--- src/scs_pkg.sv ---
// Constants and types shared by the clock switch and fail-safe monitor
package scs_pkg;
  // System clock select field encodings
  localparam logic [1:0] SCS_CONFIG = 2'h0;
  localparam logic [1:0] SCS_SECONDARY = 2'h1;
  localparam int SCS_INTERNAL_BIT = 1;
  localparam logic [1:0] SCS_RESET = 2'h0;

  // Internal frequency select reset value (500 kHz)
  localparam logic [3:0] IFS_RESET = 4'h7;

  // Oscillator configuration encodings
  localparam logic [2:0] OSC_LOW_POWER_CRYSTAL = 3'h0;
  localparam logic [2:0] OSC_CRYSTAL = 3'h1;
  localparam logic [2:0] OSC_HIGH_SPEED_CRYSTAL = 3'h2;
  localparam logic [2:0] OSC_EXTERNAL_CLOCK = 3'h3;
  localparam logic [2:0] OSC_INTERNAL_BLOCK = 3'h4;

  // Start-up and monitor counts
  localparam int STARTUP_WIDTH = 11;
  localparam logic [10:0] STARTUP_COUNT = 11'h400;
  localparam logic [1:0] EXT_DELAY_COUNT = 2'h2;
  localparam int SAMPLE_DIV = 64;
  localparam logic [4:0] SAMPLE_HALF_LAST = 5'h1f;

  // Time figures and their cycle counts at sys_clk
  localparam int CLK_PERIOD_NS = 10;
  localparam int HF_WARM_NS = 2000;
  localparam int HF_WARM_CYC = (HF_WARM_NS + CLK_PERIOD_NS - 1) / CLK_PERIOD_NS;
  localparam int PLL_LOCK_NS = 2000000;
  localparam int PLL_LOCK_CYC = (PLL_LOCK_NS + CLK_PERIOD_NS - 1) / CLK_PERIOD_NS;
  localparam int WARM_WIDTH = 8;
  localparam int PLL_WIDTH = 18;

  // Synchroniser lane positions
  localparam int LANE_EXT = 0;
  localparam int LANE_SOSC = 1;
  localparam int LANE_LFINT = 2;
  localparam int LANE_INT = 3;
  localparam int LANE_SOSC_RDY = 4;
  localparam int LANES = 5;

  typedef enum logic [1:0] {SRC_LOW, SRC_INT, SRC_EXT, SRC_SOSC} scs_src_t;

  typedef enum logic [3:0] {
    ST_POR, ST_SLEEP, ST_STARTUP, ST_EXT_WAIT, ST_INT_FALL, ST_HOLD, ST_EXT, ST_INT, ST_FAIL
  } scs_state_t;
endpackage

--- src/scs_switch.sv ---
// System clock source switch with two-speed start-up and fail-safe monitor
// Functional notes
// - Select 00 runs from the source chosen by the oscillator configuration
// - Select 01 runs CPU and peripherals from the secondary oscillator
// - Select 1x runs from internal block; every reset clears the select field
// - Automatic switches never alter the select field; status bit shows source
// - Status reads 1 on configured external source after start-up, 0 internal
// - Crystal modes count 1024 oscillator cycles before that source is used
// - Two-speed start-up is off for any non-crystal configuration
// - Two-speed needs switchover bit, select 00, crystal; starts at reset or wake
// - Enabling the fail-safe monitor also forces two-speed start-up on
// - Timer reaching 1024 awake sets status and moves execution to external
// - Sleep during start-up aborts the timer and leaves status clear
// - Switchover: expiry, internal fall, set status, hold low, external fall
// - Settle delays: external clock 2 cycles, internal 2 us, PLL ready 2 ms; secondary has none
// - Sample clock is the low-frequency internal oscillator divided by 64
// - Latch set on external fall, cleared on sample rise; fail if never set
// - On failure switch to internal source and set the oscillator fail flag
// - After failure stay on internal until firmware switches back
// - Reset, sleep or select change clear fail; select change restarts timer
// - Software clears the fail flag; it stays clear on internal until external runs and fails again
// - Monitoring starts after timer expiry, or after the 2-cycle settle in external clock modes
// - Every reset loads internal frequency select with 0111
module scs_switch
  import scs_pkg::*;
#(
  parameter int PLL_LOCK_CYCLES = PLL_LOCK_CYC
) (
  input wire logic sys_clk, // System clock, 100 MHz
  input wire logic reset_n, // Synchronous reset, active low
  input wire logic ext_clk_in, // Primary external oscillator
  input wire logic sosc_clk_in, // Secondary oscillator
  input wire logic lfint_clk_in, // Low-frequency internal oscillator
  input wire logic int_clk_in, // Internal block at selected frequency
  input wire logic sosc_ready_in, // Secondary oscillator ready level
  input wire logic [2:0] osc_config_select, // Oscillator configuration
  input wire logic two_speed_enable, // Switchover configuration bit
  input wire logic fail_safe_enable, // Fail-safe monitor configuration bit
  input wire logic powerup_done, // Power-up delay expired, level
  input wire logic sleep_req, // Sleep instruction pulse
  input wire logic wake_req, // Wake-up pulse
  input wire logic scs_wr, // Select field write strobe
  input wire logic [1:0] scs_wdata, // Select field write data
  input wire logic ifs_wr, // Frequency select write strobe
  input wire logic [3:0] ifs_wdata, // Frequency select write data
  input wire logic osc_fail_clr, // Fail flag clear strobe
  input wire logic osc_fail_irq_enable, // Fail interrupt enable
  input wire logic pll_enable, // PLL enable level
  output logic [1:0] sys_clock_select, // Select field
  output logic [3:0] internal_freq_select, // Frequency select field
  output logic startup_timer_status, // Running from configured source
  output logic secondary_osc_ready, // Secondary oscillator ready
  output logic osc_fail_flag, // Sticky oscillator fail flag
  output logic osc_fail_irq, // Fail interrupt request
  output logic fail_safe_active, // Running on internal after failure
  output logic pll_ready, // PLL settled
  output logic [1:0] clk_source, // Source now on the system clock
  output logic sys_clk_out // Switched system clock
);
  logic [LANES-1:0] pin_level, pin_rise, pin_fall;

  scs_sync #(.WIDTH(LANES)) u_sync (
    .sys_clk(sys_clk),
    .reset_n(reset_n),
    .async_in({sosc_ready_in, int_clk_in, lfint_clk_in, sosc_clk_in, ext_clk_in}),
    .level(pin_level),
    .rise(pin_rise),
    .fall(pin_fall)
  );

  logic ext_fall, int_fall;
  assign ext_fall = pin_fall[LANE_EXT];
  assign int_fall = pin_fall[LANE_INT];

  // Register-side fields
  logic [1:0] scs_q, scs_d;
  logic [3:0] ifs_q, ifs_d;
  logic scs_change;
  assign scs_change = scs_wr && (scs_wdata != scs_q);

  always_comb begin
    scs_d = scs_wr ? scs_wdata : scs_q;
    ifs_d = ifs_wr ? ifs_wdata : ifs_q;
  end

  always_ff @(posedge sys_clk) begin
    if (!reset_n) begin
      scs_q <= SCS_RESET;
      ifs_q <= IFS_RESET;
    end else begin
      scs_q <= scs_d;
      ifs_q <= ifs_d;
    end
  end

  // Configuration decode
  logic is_crystal, is_internal_cfg, two_speed_on;
  assign is_crystal = (osc_config_select == OSC_LOW_POWER_CRYSTAL) ||
                      (osc_config_select == OSC_CRYSTAL) ||
                      (osc_config_select == OSC_HIGH_SPEED_CRYSTAL);
  assign is_internal_cfg = (osc_config_select == OSC_INTERNAL_BLOCK);
  // Fail-safe forces two-speed; crystal and select 00 are required
  assign two_speed_on = (two_speed_enable || fail_safe_enable) && is_crystal &&
                        (scs_q == SCS_CONFIG);

  // Crystal modes count first; external clock only settles briefly
  scs_state_t start_st;
  assign start_st = is_crystal ? ST_STARTUP :
                    is_internal_cfg ? ST_INT : ST_EXT_WAIT;
  // Source sequencer
  scs_state_t state_q, state_d;
  logic [STARTUP_WIDTH-1:0] tmr_q, tmr_d;
  logic status_q, status_d;
  logic fail_det, mux_low;

  always_comb begin
    state_d = state_q;
    tmr_d = tmr_q;
    status_d = status_q;
    if (sleep_req && state_q != ST_POR) begin
      state_d = ST_SLEEP;
      tmr_d = '0;
      status_d = 1'b0;
    end else if (scs_change && state_q != ST_POR && state_q != ST_SLEEP) begin
      state_d = start_st;
      tmr_d = '0;
      status_d = 1'b0;
    end else begin
      unique case (state_q)
        ST_POR, ST_SLEEP: begin
          if ((state_q == ST_POR) ? powerup_done : wake_req) begin
            state_d = start_st;
          end
        end
        ST_STARTUP: begin
          if (ext_fall) begin
            tmr_d = tmr_q + 1'b1;
            if (tmr_q == STARTUP_COUNT - 1'b1) begin
              // Without two-speed the core is halted, so no internal edge to wait on
              state_d = two_speed_on ? ST_INT_FALL : ST_HOLD;
              status_d = !two_speed_on && (scs_q == SCS_CONFIG);
            end
          end
        end
        ST_EXT_WAIT: begin
          if (ext_fall) begin
            tmr_d = tmr_q + 1'b1;
            if (tmr_q[1:0] == EXT_DELAY_COUNT - 1'b1) begin
              state_d = ST_EXT;
              status_d = (scs_q == SCS_CONFIG);
            end
          end
        end
        ST_INT_FALL: begin
          if (int_fall) begin
            state_d = ST_HOLD;
            status_d = 1'b1;
          end
        end
        ST_HOLD: begin
          if (mux_low) begin
            state_d = ST_EXT;
          end
        end
        ST_EXT: begin
          if (fail_det) begin
            state_d = ST_FAIL;
            status_d = 1'b0;
          end
        end
        ST_INT, ST_FAIL: status_d = 1'b0;
        default: begin
          state_d = ST_POR;
        end
      endcase
    end
  end

  always_ff @(posedge sys_clk) begin
    if (!reset_n) begin
      state_q <= ST_POR;
      tmr_q <= '0;
      status_q <= 1'b0;
    end else begin
      state_q <= state_d;
      tmr_q <= tmr_d;
      status_q <= status_d;
    end
  end

  // Fail-safe detector: sample clock from slow internal oscillator
  logic [4:0] div_q, div_d;
  logic smp_q, smp_d;
  logic latch_q, latch_d;
  logic arm, smp_toggle;
  assign arm = fail_safe_enable && state_q == ST_EXT && scs_q == SCS_CONFIG;
  assign smp_toggle = pin_rise[LANE_LFINT] && (div_q == SAMPLE_HALF_LAST);
  // Judged at the end of the high half, after a full half-cycle without a set
  assign fail_det = arm && smp_toggle && smp_q && !latch_q && !ext_fall;

  always_comb begin
    div_d = pin_rise[LANE_LFINT] ? div_q + 1'b1 : div_q;
    smp_d = smp_toggle ? !smp_q : smp_q;
    latch_d = latch_q;
    if (!arm || ext_fall) begin
      latch_d = 1'b1;
    end else if (smp_toggle && !smp_q) begin
      latch_d = 1'b0;
    end
  end

  always_ff @(posedge sys_clk) begin
    if (!reset_n) begin
      div_q <= '0;
      smp_q <= 1'b0;
      latch_q <= 1'b1;
    end else begin
      div_q <= div_d;
      smp_q <= smp_d;
      latch_q <= latch_d;
    end
  end

  // Fail flag: a new failure beats a clear in the same cycle
  logic flag_q, flag_d, irq_q, irq_d;
  always_comb begin
    flag_d = fail_det || (flag_q && !osc_fail_clr);
    irq_d = flag_d && osc_fail_irq_enable;
  end

  always_ff @(posedge sys_clk) begin
    if (!reset_n) begin
      flag_q <= 1'b0;
      irq_q <= 1'b0;
    end else begin
      flag_q <= flag_d;
      irq_q <= irq_d;
    end
  end

  // Target source: low in power-up wait or sleep, then select field, then sequencer state
  scs_src_t tgt;
  always_comb begin
    if (state_q == ST_POR || state_q == ST_SLEEP) begin
      tgt = SRC_LOW;
    end else if (scs_q[SCS_INTERNAL_BIT]) begin
      tgt = SRC_INT;
    end else if (scs_q == SCS_SECONDARY) begin
      tgt = SRC_SOSC;
    end else begin
      unique case (state_q)
        ST_STARTUP: tgt = two_speed_on ? SRC_INT : SRC_LOW;
        ST_INT_FALL, ST_INT, ST_FAIL: tgt = SRC_INT;
        ST_EXT: tgt = SRC_EXT;
        default: tgt = SRC_LOW;
      endcase
    end
  end

  // Glitch-free mux: park low on old source's low phase, join new at its fall
  scs_src_t cur_q, cur_d;
  logic [WARM_WIDTH-1:0] warm_q, warm_d;
  logic out_q, out_d;
  logic warm_done;
  logic [3:0] src_fall;
  logic [3:0] src_level;
  assign src_fall = {pin_fall[LANE_SOSC], pin_fall[LANE_EXT], int_fall, 1'b0};
  assign src_level = {pin_level[LANE_SOSC], pin_level[LANE_EXT], pin_level[LANE_INT], 1'b0};
  assign warm_done = (warm_q == WARM_WIDTH'(HF_WARM_CYC));
  assign mux_low = (cur_q == SRC_LOW);

  always_comb begin
    cur_d = cur_q;
    warm_d = '0;
    if (tgt == SRC_INT && cur_q != SRC_INT) begin
      warm_d = warm_done ? warm_q : warm_q + 1'b1;
    end
    if (tgt != cur_q) begin
      if (cur_q != SRC_LOW) begin
        // A dead source may freeze high; its long high phase makes parking safe
        if (!src_level[cur_q] || state_q == ST_FAIL) begin
          cur_d = SRC_LOW;
        end
      end else if (tgt != SRC_LOW && src_fall[tgt] && (tgt != SRC_INT || warm_done)) begin
        cur_d = tgt;
      end
    end
    out_d = (cur_q == SRC_LOW) ? 1'b0 : src_level[cur_q];
  end

  always_ff @(posedge sys_clk) begin
    if (!reset_n) begin
      cur_q <= SRC_LOW;
      warm_q <= '0;
      out_q <= 1'b0;
    end else begin
      cur_q <= cur_d;
      warm_q <= warm_d;
      out_q <= out_d;
    end
  end

  // PLL settle timer; long count shortened through the parameter
  logic [PLL_WIDTH-1:0] pll_q, pll_d;
  logic pll_rdy_q, pll_rdy_d;
  always_comb begin
    pll_d = '0;
    if (pll_enable) begin
      pll_d = pll_rdy_q ? pll_q : pll_q + 1'b1;
    end
    pll_rdy_d = pll_enable && (pll_d == PLL_WIDTH'(PLL_LOCK_CYCLES));
  end

  // Status outputs registered
  logic sosc_rdy_q, fsafe_q;
  always_ff @(posedge sys_clk) begin
    if (!reset_n) begin
      pll_q <= '0;
      pll_rdy_q <= 1'b0;
      sosc_rdy_q <= 1'b0;
      fsafe_q <= 1'b0;
    end else begin
      pll_q <= pll_d;
      pll_rdy_q <= pll_rdy_d;
      sosc_rdy_q <= pin_level[LANE_SOSC_RDY];
      fsafe_q <= (state_d == ST_FAIL);
    end
  end

  assign sys_clock_select = scs_q;
  assign internal_freq_select = ifs_q;
  assign startup_timer_status = status_q;
  assign secondary_osc_ready = sosc_rdy_q;
  assign osc_fail_flag = flag_q;
  assign osc_fail_irq = irq_q;
  assign fail_safe_active = fsafe_q;
  assign pll_ready = pll_rdy_q;
  assign clk_source = cur_q;
  assign sys_clk_out = out_q;
endmodule

--- src/scs_sync.sv ---
// Two-flop synchroniser with edge pulses for a group of pin inputs
module scs_sync #(
  parameter int WIDTH = 1
) (
  input wire logic sys_clk, // System clock
  input wire logic reset_n, // Synchronous reset, active low
  input wire logic [WIDTH-1:0] async_in, // Inputs from other domains
  output logic [WIDTH-1:0] level, // Synchronised level
  output logic [WIDTH-1:0] rise, // One-cycle rising pulse
  output logic [WIDTH-1:0] fall // One-cycle falling pulse
);
  logic [WIDTH-1:0] meta_q;
  logic [WIDTH-1:0] sync_q;
  logic [WIDTH-1:0] prev_q;

  // First stage feeds only the second; edges compare stages two and three
  always_ff @(posedge sys_clk) begin
    if (!reset_n) begin
      meta_q <= '0;
      sync_q <= '0;
      prev_q <= '0;
    end else begin
      meta_q <= async_in;
      sync_q <= meta_q;
      prev_q <= sync_q;
    end
  end

  assign level = sync_q;
  assign rise = sync_q & ~prev_q;
  assign fall = ~sync_q & prev_q;
endmodule
--- config.mk ---
export PLATFORM = sky130hd
export DESIGN_NAME = scs_switch
export DESIGN_NICKNAME = d
export VERILOG_FILES = /design/src/scs_pkg.sv /design/src/scs_switch.sv /design/src/scs_sync.sv
export SDC_FILE = /design/constraint.sdc
export NUM_CORES = 1
export LEC_CHECK = 0
export BUFFER_PORTS_ARGS = -buffer_cell sky130_fd_sc_hd__buf_2
export CAP_MARGIN = 20
export CORE_MARGIN = 8
export CORE_UTILIZATION = 55
export CTS_BUF_LIST = sky130_fd_sc_hd__clkbuf_8
export DETAILED_ROUTE_END_ITERATION = 6
export PLACE_DENSITY = 0.72
export SLEW_MARGIN = 10
export SYNTH_ARGS = -nofsm -noshare
export SYNTH_HDL_FRONTEND = slang
export SYNTH_HIERARCHICAL = 1
export SYNTH_SLANG_ARGS = --single-unit
--- constraint.sdc ---
create_clock -name sys_clk -period 2.3 [get_ports sys_clk]
set_input_delay 0.23 -clock sys_clk [delete_from_list [all_inputs] [get_ports sys_clk]]
set_output_delay 0.23 -clock sys_clk [all_outputs]
set_load 0.02 [all_outputs]
==> results of run 1 <==
## worst max-delay path, stage by stage (launching register included)
cell      delay (ps)
dfxtp_1          580
nor2b_1          110
or4_1            490
a41oi_1          220
o21ai_1          100
a221oi_2         360
mux2i_1          230
## path summary, 6_finish.rpt
kind,endpoint,cells after the start,from
worst max-delay path,clk_source[0]$_SDFFE_PN0P_,6,state_q[0]$_SDFF_PN0_
worst min-delay path,osc_fail_irq$_SDFF_PN0_,2,osc_fail_irq_enable
worst max register to register,clk_source[0]$_SDFFE_PN0P_,6,state_q[0]$_SDFF_PN0_
worst min register to register,u_sync/level[3]$_SDFF_PN0_,1,u_sync/meta_q[3]$_SDFF_PN0_
## per-layer routing
metal / track usage, % / vias up
met3: 3.668 / 17
li1: - / 1654
met5: 0 / -
met2: 26.87 / 64
met4: 9.186 / 0
met1: 20.11 / 1470
## state kept, by name (all words and copies together) (netlist names), 2 cells and up
name	flops
pll_q	18
clk_source	2
internal_freq_select	4
u_sync/meta_q	5
state_q	4
sys_clock_select	2
tmr_q	11
u_sync/prev_q	4
div_q	5
u_sync/level	5
warm_q	8
## per-stage QoR
step	worst slack, ps	power, uW
2_1_floorplan	224.5	1753
3_3_place_gp	169.2	1864
3_5_place_dp	74.66	1870
4_1_cts	62.49	2999
5_1_grt	29.53	3114
6_report	162.5	2978
## where the power goes
group	leakage [uW]	switching, uW	internal (uW)	total, uW
registers	0.000627	66.9	1370	1440
logic	0.000951	224	183	407
clock network	0.000112	495	639	1130
total	0.00169	786	2190	2980
## timing repair
item                                    CTS  global route
gates resized for setup                   0             4
endpoints found under the setup margin    0             5
buffers inserted                          0             0
## final cells by class
type	count	area, um^2
clock buffer	10	137.6
timing repair buffer	58	335.3
multi-input combinational	329	2190
sequential	77	1546
tap	96	120.1
clock inverter	6	86.33
inverter	10	37.54
fill	605	2379
==> results.py, run 1 <==
metrics = {
    "route": {
        "drtAntennaViolNets": 0,
        "met2WireLength_um": 3759,
        "wire_per_inst_um": 13.93,
        "via_count": 3205,
        "via_per_inst": 5.469,
        "dr.pass1.iters": 6,
        "drc": 0,
        "drtIter0Drc": 118,
        "met1Wirelength_um": 3870,
        "dr.max_layer_used": "met4",
        "met3_length_um": 331,
        "wirelength_um": 8161,
    },
    "setup_path": {
        "worstPathMaxFanout": 11,
        "cp.required_ps": 2580,
        "start_kind": "flip-flop",
        "critical_path_class": "reg2reg",
        "worstPathArrival_ps": 2410,
        "worst_setup_path_end_kind": "flip-flop",
        "r2r_setup_slack_ps": 160,
    },
    "clocking": {
        "clockBufferDepth": 2,
        "clk-insertion-delay-late_ps": 340,
        "hold_buffers": 0,
        "cts_tree": "done",
        "htree_num_levels": 3,
        "root_buffer": "clkbuf_8",
        "cts_made_buffers": 9,
        "cts.sinks": 77,
        "clkTransAtPathRegs_ps": 90,
    },
    "floorplan": {
        "io_pins": 41,
        "die_y_um": 100.2,
        "die_area_um2": 10040,
        "fp.coreArea_um2": 6832,
        "fp-row-count": 30,
        "fp.dieW_um": 100.2,
        "initial_utilization_pct": 57.11,
    },
    "sta": {
        "finalHoldViolCount": 0,
        "final.period_utilization_pct": 92.93,
        "slew_headroom_pct": 65.81,
        "fin_skew_ps": 13.55,
        "holdWs_ps": 91.59,
        "clock.fmax_mhz": 467.8,
        "tightest_slew_ps": 506.2,
        "drv_slew": 0,
        "final-setup-viol-count": 0,
        "finalSetupTns_ps": 0,
        "rsz0062_at_grt": "no",
        "layout_min_cycle_time_ps": 2137,
    },
    "global_route": {
        "grt_max_degree": 26,
        "grt_pass1_wl_um": 13660,
        "grt_pass1_vias": 3041,
        "grt_use_total_pct": 16.67,
        "grt_overflow": 0,
        "antenna_found_initial": 0,
    },
    "cells_and_area": {
        "final_cell_mix": "dfxtp_1, nor2_1, buf_2",
        "syn2layout_area_growth_pct": 14.14,
        "layout_commonest_cell": "dfxtp_1",
        "stdcell_count": 586,
        "diodes": 0,
        "final_util_pct": 65.18,
        "drive_gt1_share_pct": 20.41,
        "stdcell_area_um2": 4453,
        "nNetsFinal": 518,
    },
    "placement": {
        "dpl_cell_area_um2": 4224,
        "io_buffers": 40,
        "dp_hpwl_um": 5923,
        "routabilityCongestion": 0.8600,
        "placedCellCount": 570,
    },
    "power": {
        "p_leak_uw": 0.001690,
        "p_per_area_nw_per_um2": 668.8,
        "peakVddDrop_uv": 452.3,
    },
    "min_path": {
        "hp-class": "in2reg",
    },
    "logic_synthesis": {
        "avgSynthCellArea_um2": 8.866,
        "syn-cell-area_um2": 3901,
        "synth_warnings": 6,
        "syn_inst": 440,
        "syn_nets": 473,
    },
    "outcome": {
        "outcome": "complete, no violations",
    },
    "job": {
        "drv_cap": 0,
    },
}
(Power assumes the default switching activity.)
==> run 2: changes to the inputs <==
--- a/config.mk
+++ b/config.mk
@@ -12,6 +12,7 @@
 export CTS_BUF_LIST = sky130_fd_sc_hd__clkbuf_8
 export DETAILED_ROUTE_END_ITERATION = 6
 export PLACE_DENSITY = 0.72
+export RECOVER_POWER = 50
 export SLEW_MARGIN = 10
 export SYNTH_ARGS = -nofsm -noshare
 export SYNTH_HDL_FRONTEND = slang
==> run 2 against run 1 <==
Net effect:
- design area fell by 0.67%
- final cell count did not move
- worst hold slack is essentially flat
- non-clock buffer count did not move
- clock power barely moved
- global-route usage unchanged
- combinational power decreased by 1%
- setup slack about the same
- register-to-register slack is essentially flat
- largest power group unchanged
- maximum frequency about the same
==> results.py, run 2 (same netlist as run 1, synthesis figures left out) <==
metrics = {
    "outcome": {
        "outcome": "complete, no violations",
    },
    "job": {
        "drv_cap": 0,
    },
    "power": {
        "power_switching_uw": 783.7,
        "peakVddDrop_uv": 452.0,
        "pwr-share-seq_pct": 48.4,
        "sw_frac_of_total_pct": 26.38,
        "p_per_area_nw_per_um2": 671.7,
        "p_leak_uw": 0.001631,
        "internal_power_uw": 2187,
        "clockPowerShare_pct": 38.1,
        "combPwrFrac_pct": 13.5,
    },
    "clocking": {
        "cts.sinks": 77,
        "clkTransAtPathRegs_ps": 90,
        "cts_tree": "done",
        "htree_num_levels": 3,
        "clk-insertion-delay-late_ps": 340,
        "postCtsSetupBuffers": 0,
        "root_buffer": "clkbuf_8",
        "hold_buffers": 0,
        "cts_made_buffers": 9,
        "clockBufferDepth": 2,
    },
    "route": {
        "via_per_inst": 5.481,
        "dr.pass1.iters": 4,
        "via_count": 3212,
        "drtIter0Drc": 138,
        "wirelength_um": 8161,
        "wire_per_inst_um": 13.93,
        "drc": 0,
        "drtAntennaViolNets": 0,
    },
    "setup_path": {
        "rr_startpoint": "state_q[0]$_SDFF_PN0_",
        "critical_path_class": "reg2reg",
        "worstPathArrival_ps": 2410,
        "reg2reg_depth": 6,
        "worst_setup_path_end_kind": "flip-flop",
        "crit_chain": "nor2b_1 -> or4_1 -> a41oi_1 -> o21ai_1 -> a221oi_2 -> mux2i_1",
        "worstPathMaxFanout": 11,
        "slowest_stage": "dfxtp_1",
        "cp.required_ps": 2580,
        "cp_top_family": "compound AO/OA/AOI/OAI gates",
        "cp-startpoint": "state_q[0]$_SDFF_PN0_",
        "r2r_setup_slack_ps": 160,
        "start_kind": "flip-flop",
        "crit_buf_inv": 0,
        "slowest_delay_ps": 580,
        "r2r-end": "clk_source[0]$_SDFFE_PN0P_",
    },
    "global_route": {
        "grt_pass1_wl_um": 13660,
        "grt_max_degree": 26,
        "grt_pass1_vias": 3041,
        "grt_overflow": 0,
        "antenna_found_initial": 0,
        "grt_use_total_pct": 16.67,
    },
    "cells_and_area": {
        "fillers": 612,
        "reg_top3": "pll_q (18), tmr_q (11), warm_q (8)",
        "largest_register": "pll_q",
        "final_cell_mix": "dfxtp_1, nor2_1, buf_2",
        "diodes": 0,
        "syn2layout_area_growth_pct": 13.37,
        "nNetsFinal": 518,
        "largest_reg_flops": 18,
        "stdcell_area_um2": 4423,
        "drive_gt1_share_pct": 17.14,
        "layout_commonest_cell": "dfxtp_1",
    },
    "floorplan": {
        "die_y_um": 100.2,
        "fp.dieW_um": 100.2,
        "fp.coreArea_um2": 6832,
        "die_area_um2": 10040,
        "io_pins": 41,
        "initial_utilization_pct": 57.11,
        "fp-row-count": 30,
    },
    "min_path": {
        "holdPathStages": 2,
        "hp-class": "in2reg",
        "min_from": "osc_fail_irq_enable",
        "holdPathEnd": "osc_fail_irq$_SDFF_PN0_",
    },
    "sta": {
        "clock.fmax_mhz": 467.7,
        "worst_slack_ps": 162.0,
        "drv_slew": 0,
        "rsz0062_at_grt": "no",
        "slew_headroom_pct": 27.13,
        "finalSetupTns_ps": 0,
        "tightest_slew_ps": 1093,
        "final.period_utilization_pct": 92.95,
        "fin_skew_ps": 13.68,
        "layout_min_cycle_time_ps": 2138,
        "final-setup-viol-count": 0,
        "finalHoldViolCount": 0,
    },
    "placement": {
        "place_ws_ps": 74.66,
        "routabilityCongestion": 0.8600,
        "dpl_cell_area_um2": 4224,
        "dp_hpwl_um": 5923,
        "io_buffers": 40,
    },
}
run 2: cell count changes in the layout (fill, tap and decap cells not counted):
cell | before | now
and2_1 | 6 | 3
buf_2 | 40 | 28
and2_0 | 0 | 3
clkbuf_1 | 0 | 16
buf_4 | 18 | 14
run 2: per-stage QoR:
| stage | util [%] | total power, uW | std cells | hold WS [ps] |
|---|---|---|---|---|
| floorplan | - | 1753 | 440 | 351.7 |
| global placement | 61.83 | 1864 | 570 | 410.9 |
| detailed placement | 61.83 | 1870 | 570 | 413.0 |
| CTS | 65.11 | 2999 | 586 | 81.22 |
| global route | 64.74 | 3109 | 586 | 83.11 |
| finish | 64.74 | 2971 | 586 | 91.48 |
run 2: repair_timing:
action / 4_1_cts / 5_1_grt
hold endpoints to repair: 0 / 0
endpoints found under the setup margin: 0 / 5
resized for setup: 0 / 4
run 2: cell type report:
class                      instances  area, um^2  area share [%]
clock buffer                      10       137.6           3.112
inverter                          10       37.54          0.8487
multi-input combinational        329        2190           49.50
tap                               96       120.1           2.716
timing repair buffer              58       305.3           6.902
clock inverter                     6       86.33           1.952
sequential                        77        1546           34.96
run 2: worst max-delay path by stage:
stage	end	slack [ps]	cells past startpoint
after CTS	warm_q[2]$_SDFFE_PN0P_	60	5
after global routing	clk_source[0]$_SDFFE_PN0P_	30	6
after detailed placement	warm_q[2]$_SDFFE_PN0P_	70	5
after global placement	clk_source[1]$_SDFFE_PN0P_	170	6
after floorplan	pll_ready$_SDFF_PN0_	220	7
final	clk_source[0]$_SDFFE_PN0P_	160	6
run 2: layer usage:
layer,global-route usage [%],vias to the layer above,routed length [um]
met3,3.668,17,392
met5,0,-,0
li1,-,1652,-
met1,20.11,1469,3808
met2,26.87,74,3761
met4,9.186,0,199
run 2: power by group through the flow:
stage               Clock, uW  Sequential (uW)  Combinational (uW)
finish                   1130             1440                 401
CTS                      1160             1430                 407
detailed placement          0             1460                 405
floorplan                   0             1440                 313
global route             1220             1440                 445
global placement            0             1460                 401
run 2: worst reg2reg max path, stage by stage, from the launching register on:
cell	delay, ps
dfxtp_1	580
nor2b_1	110
or4_1	490
a41oi_1	220
o21ai_1	100
a221oi_2	360
mux2i_1	230
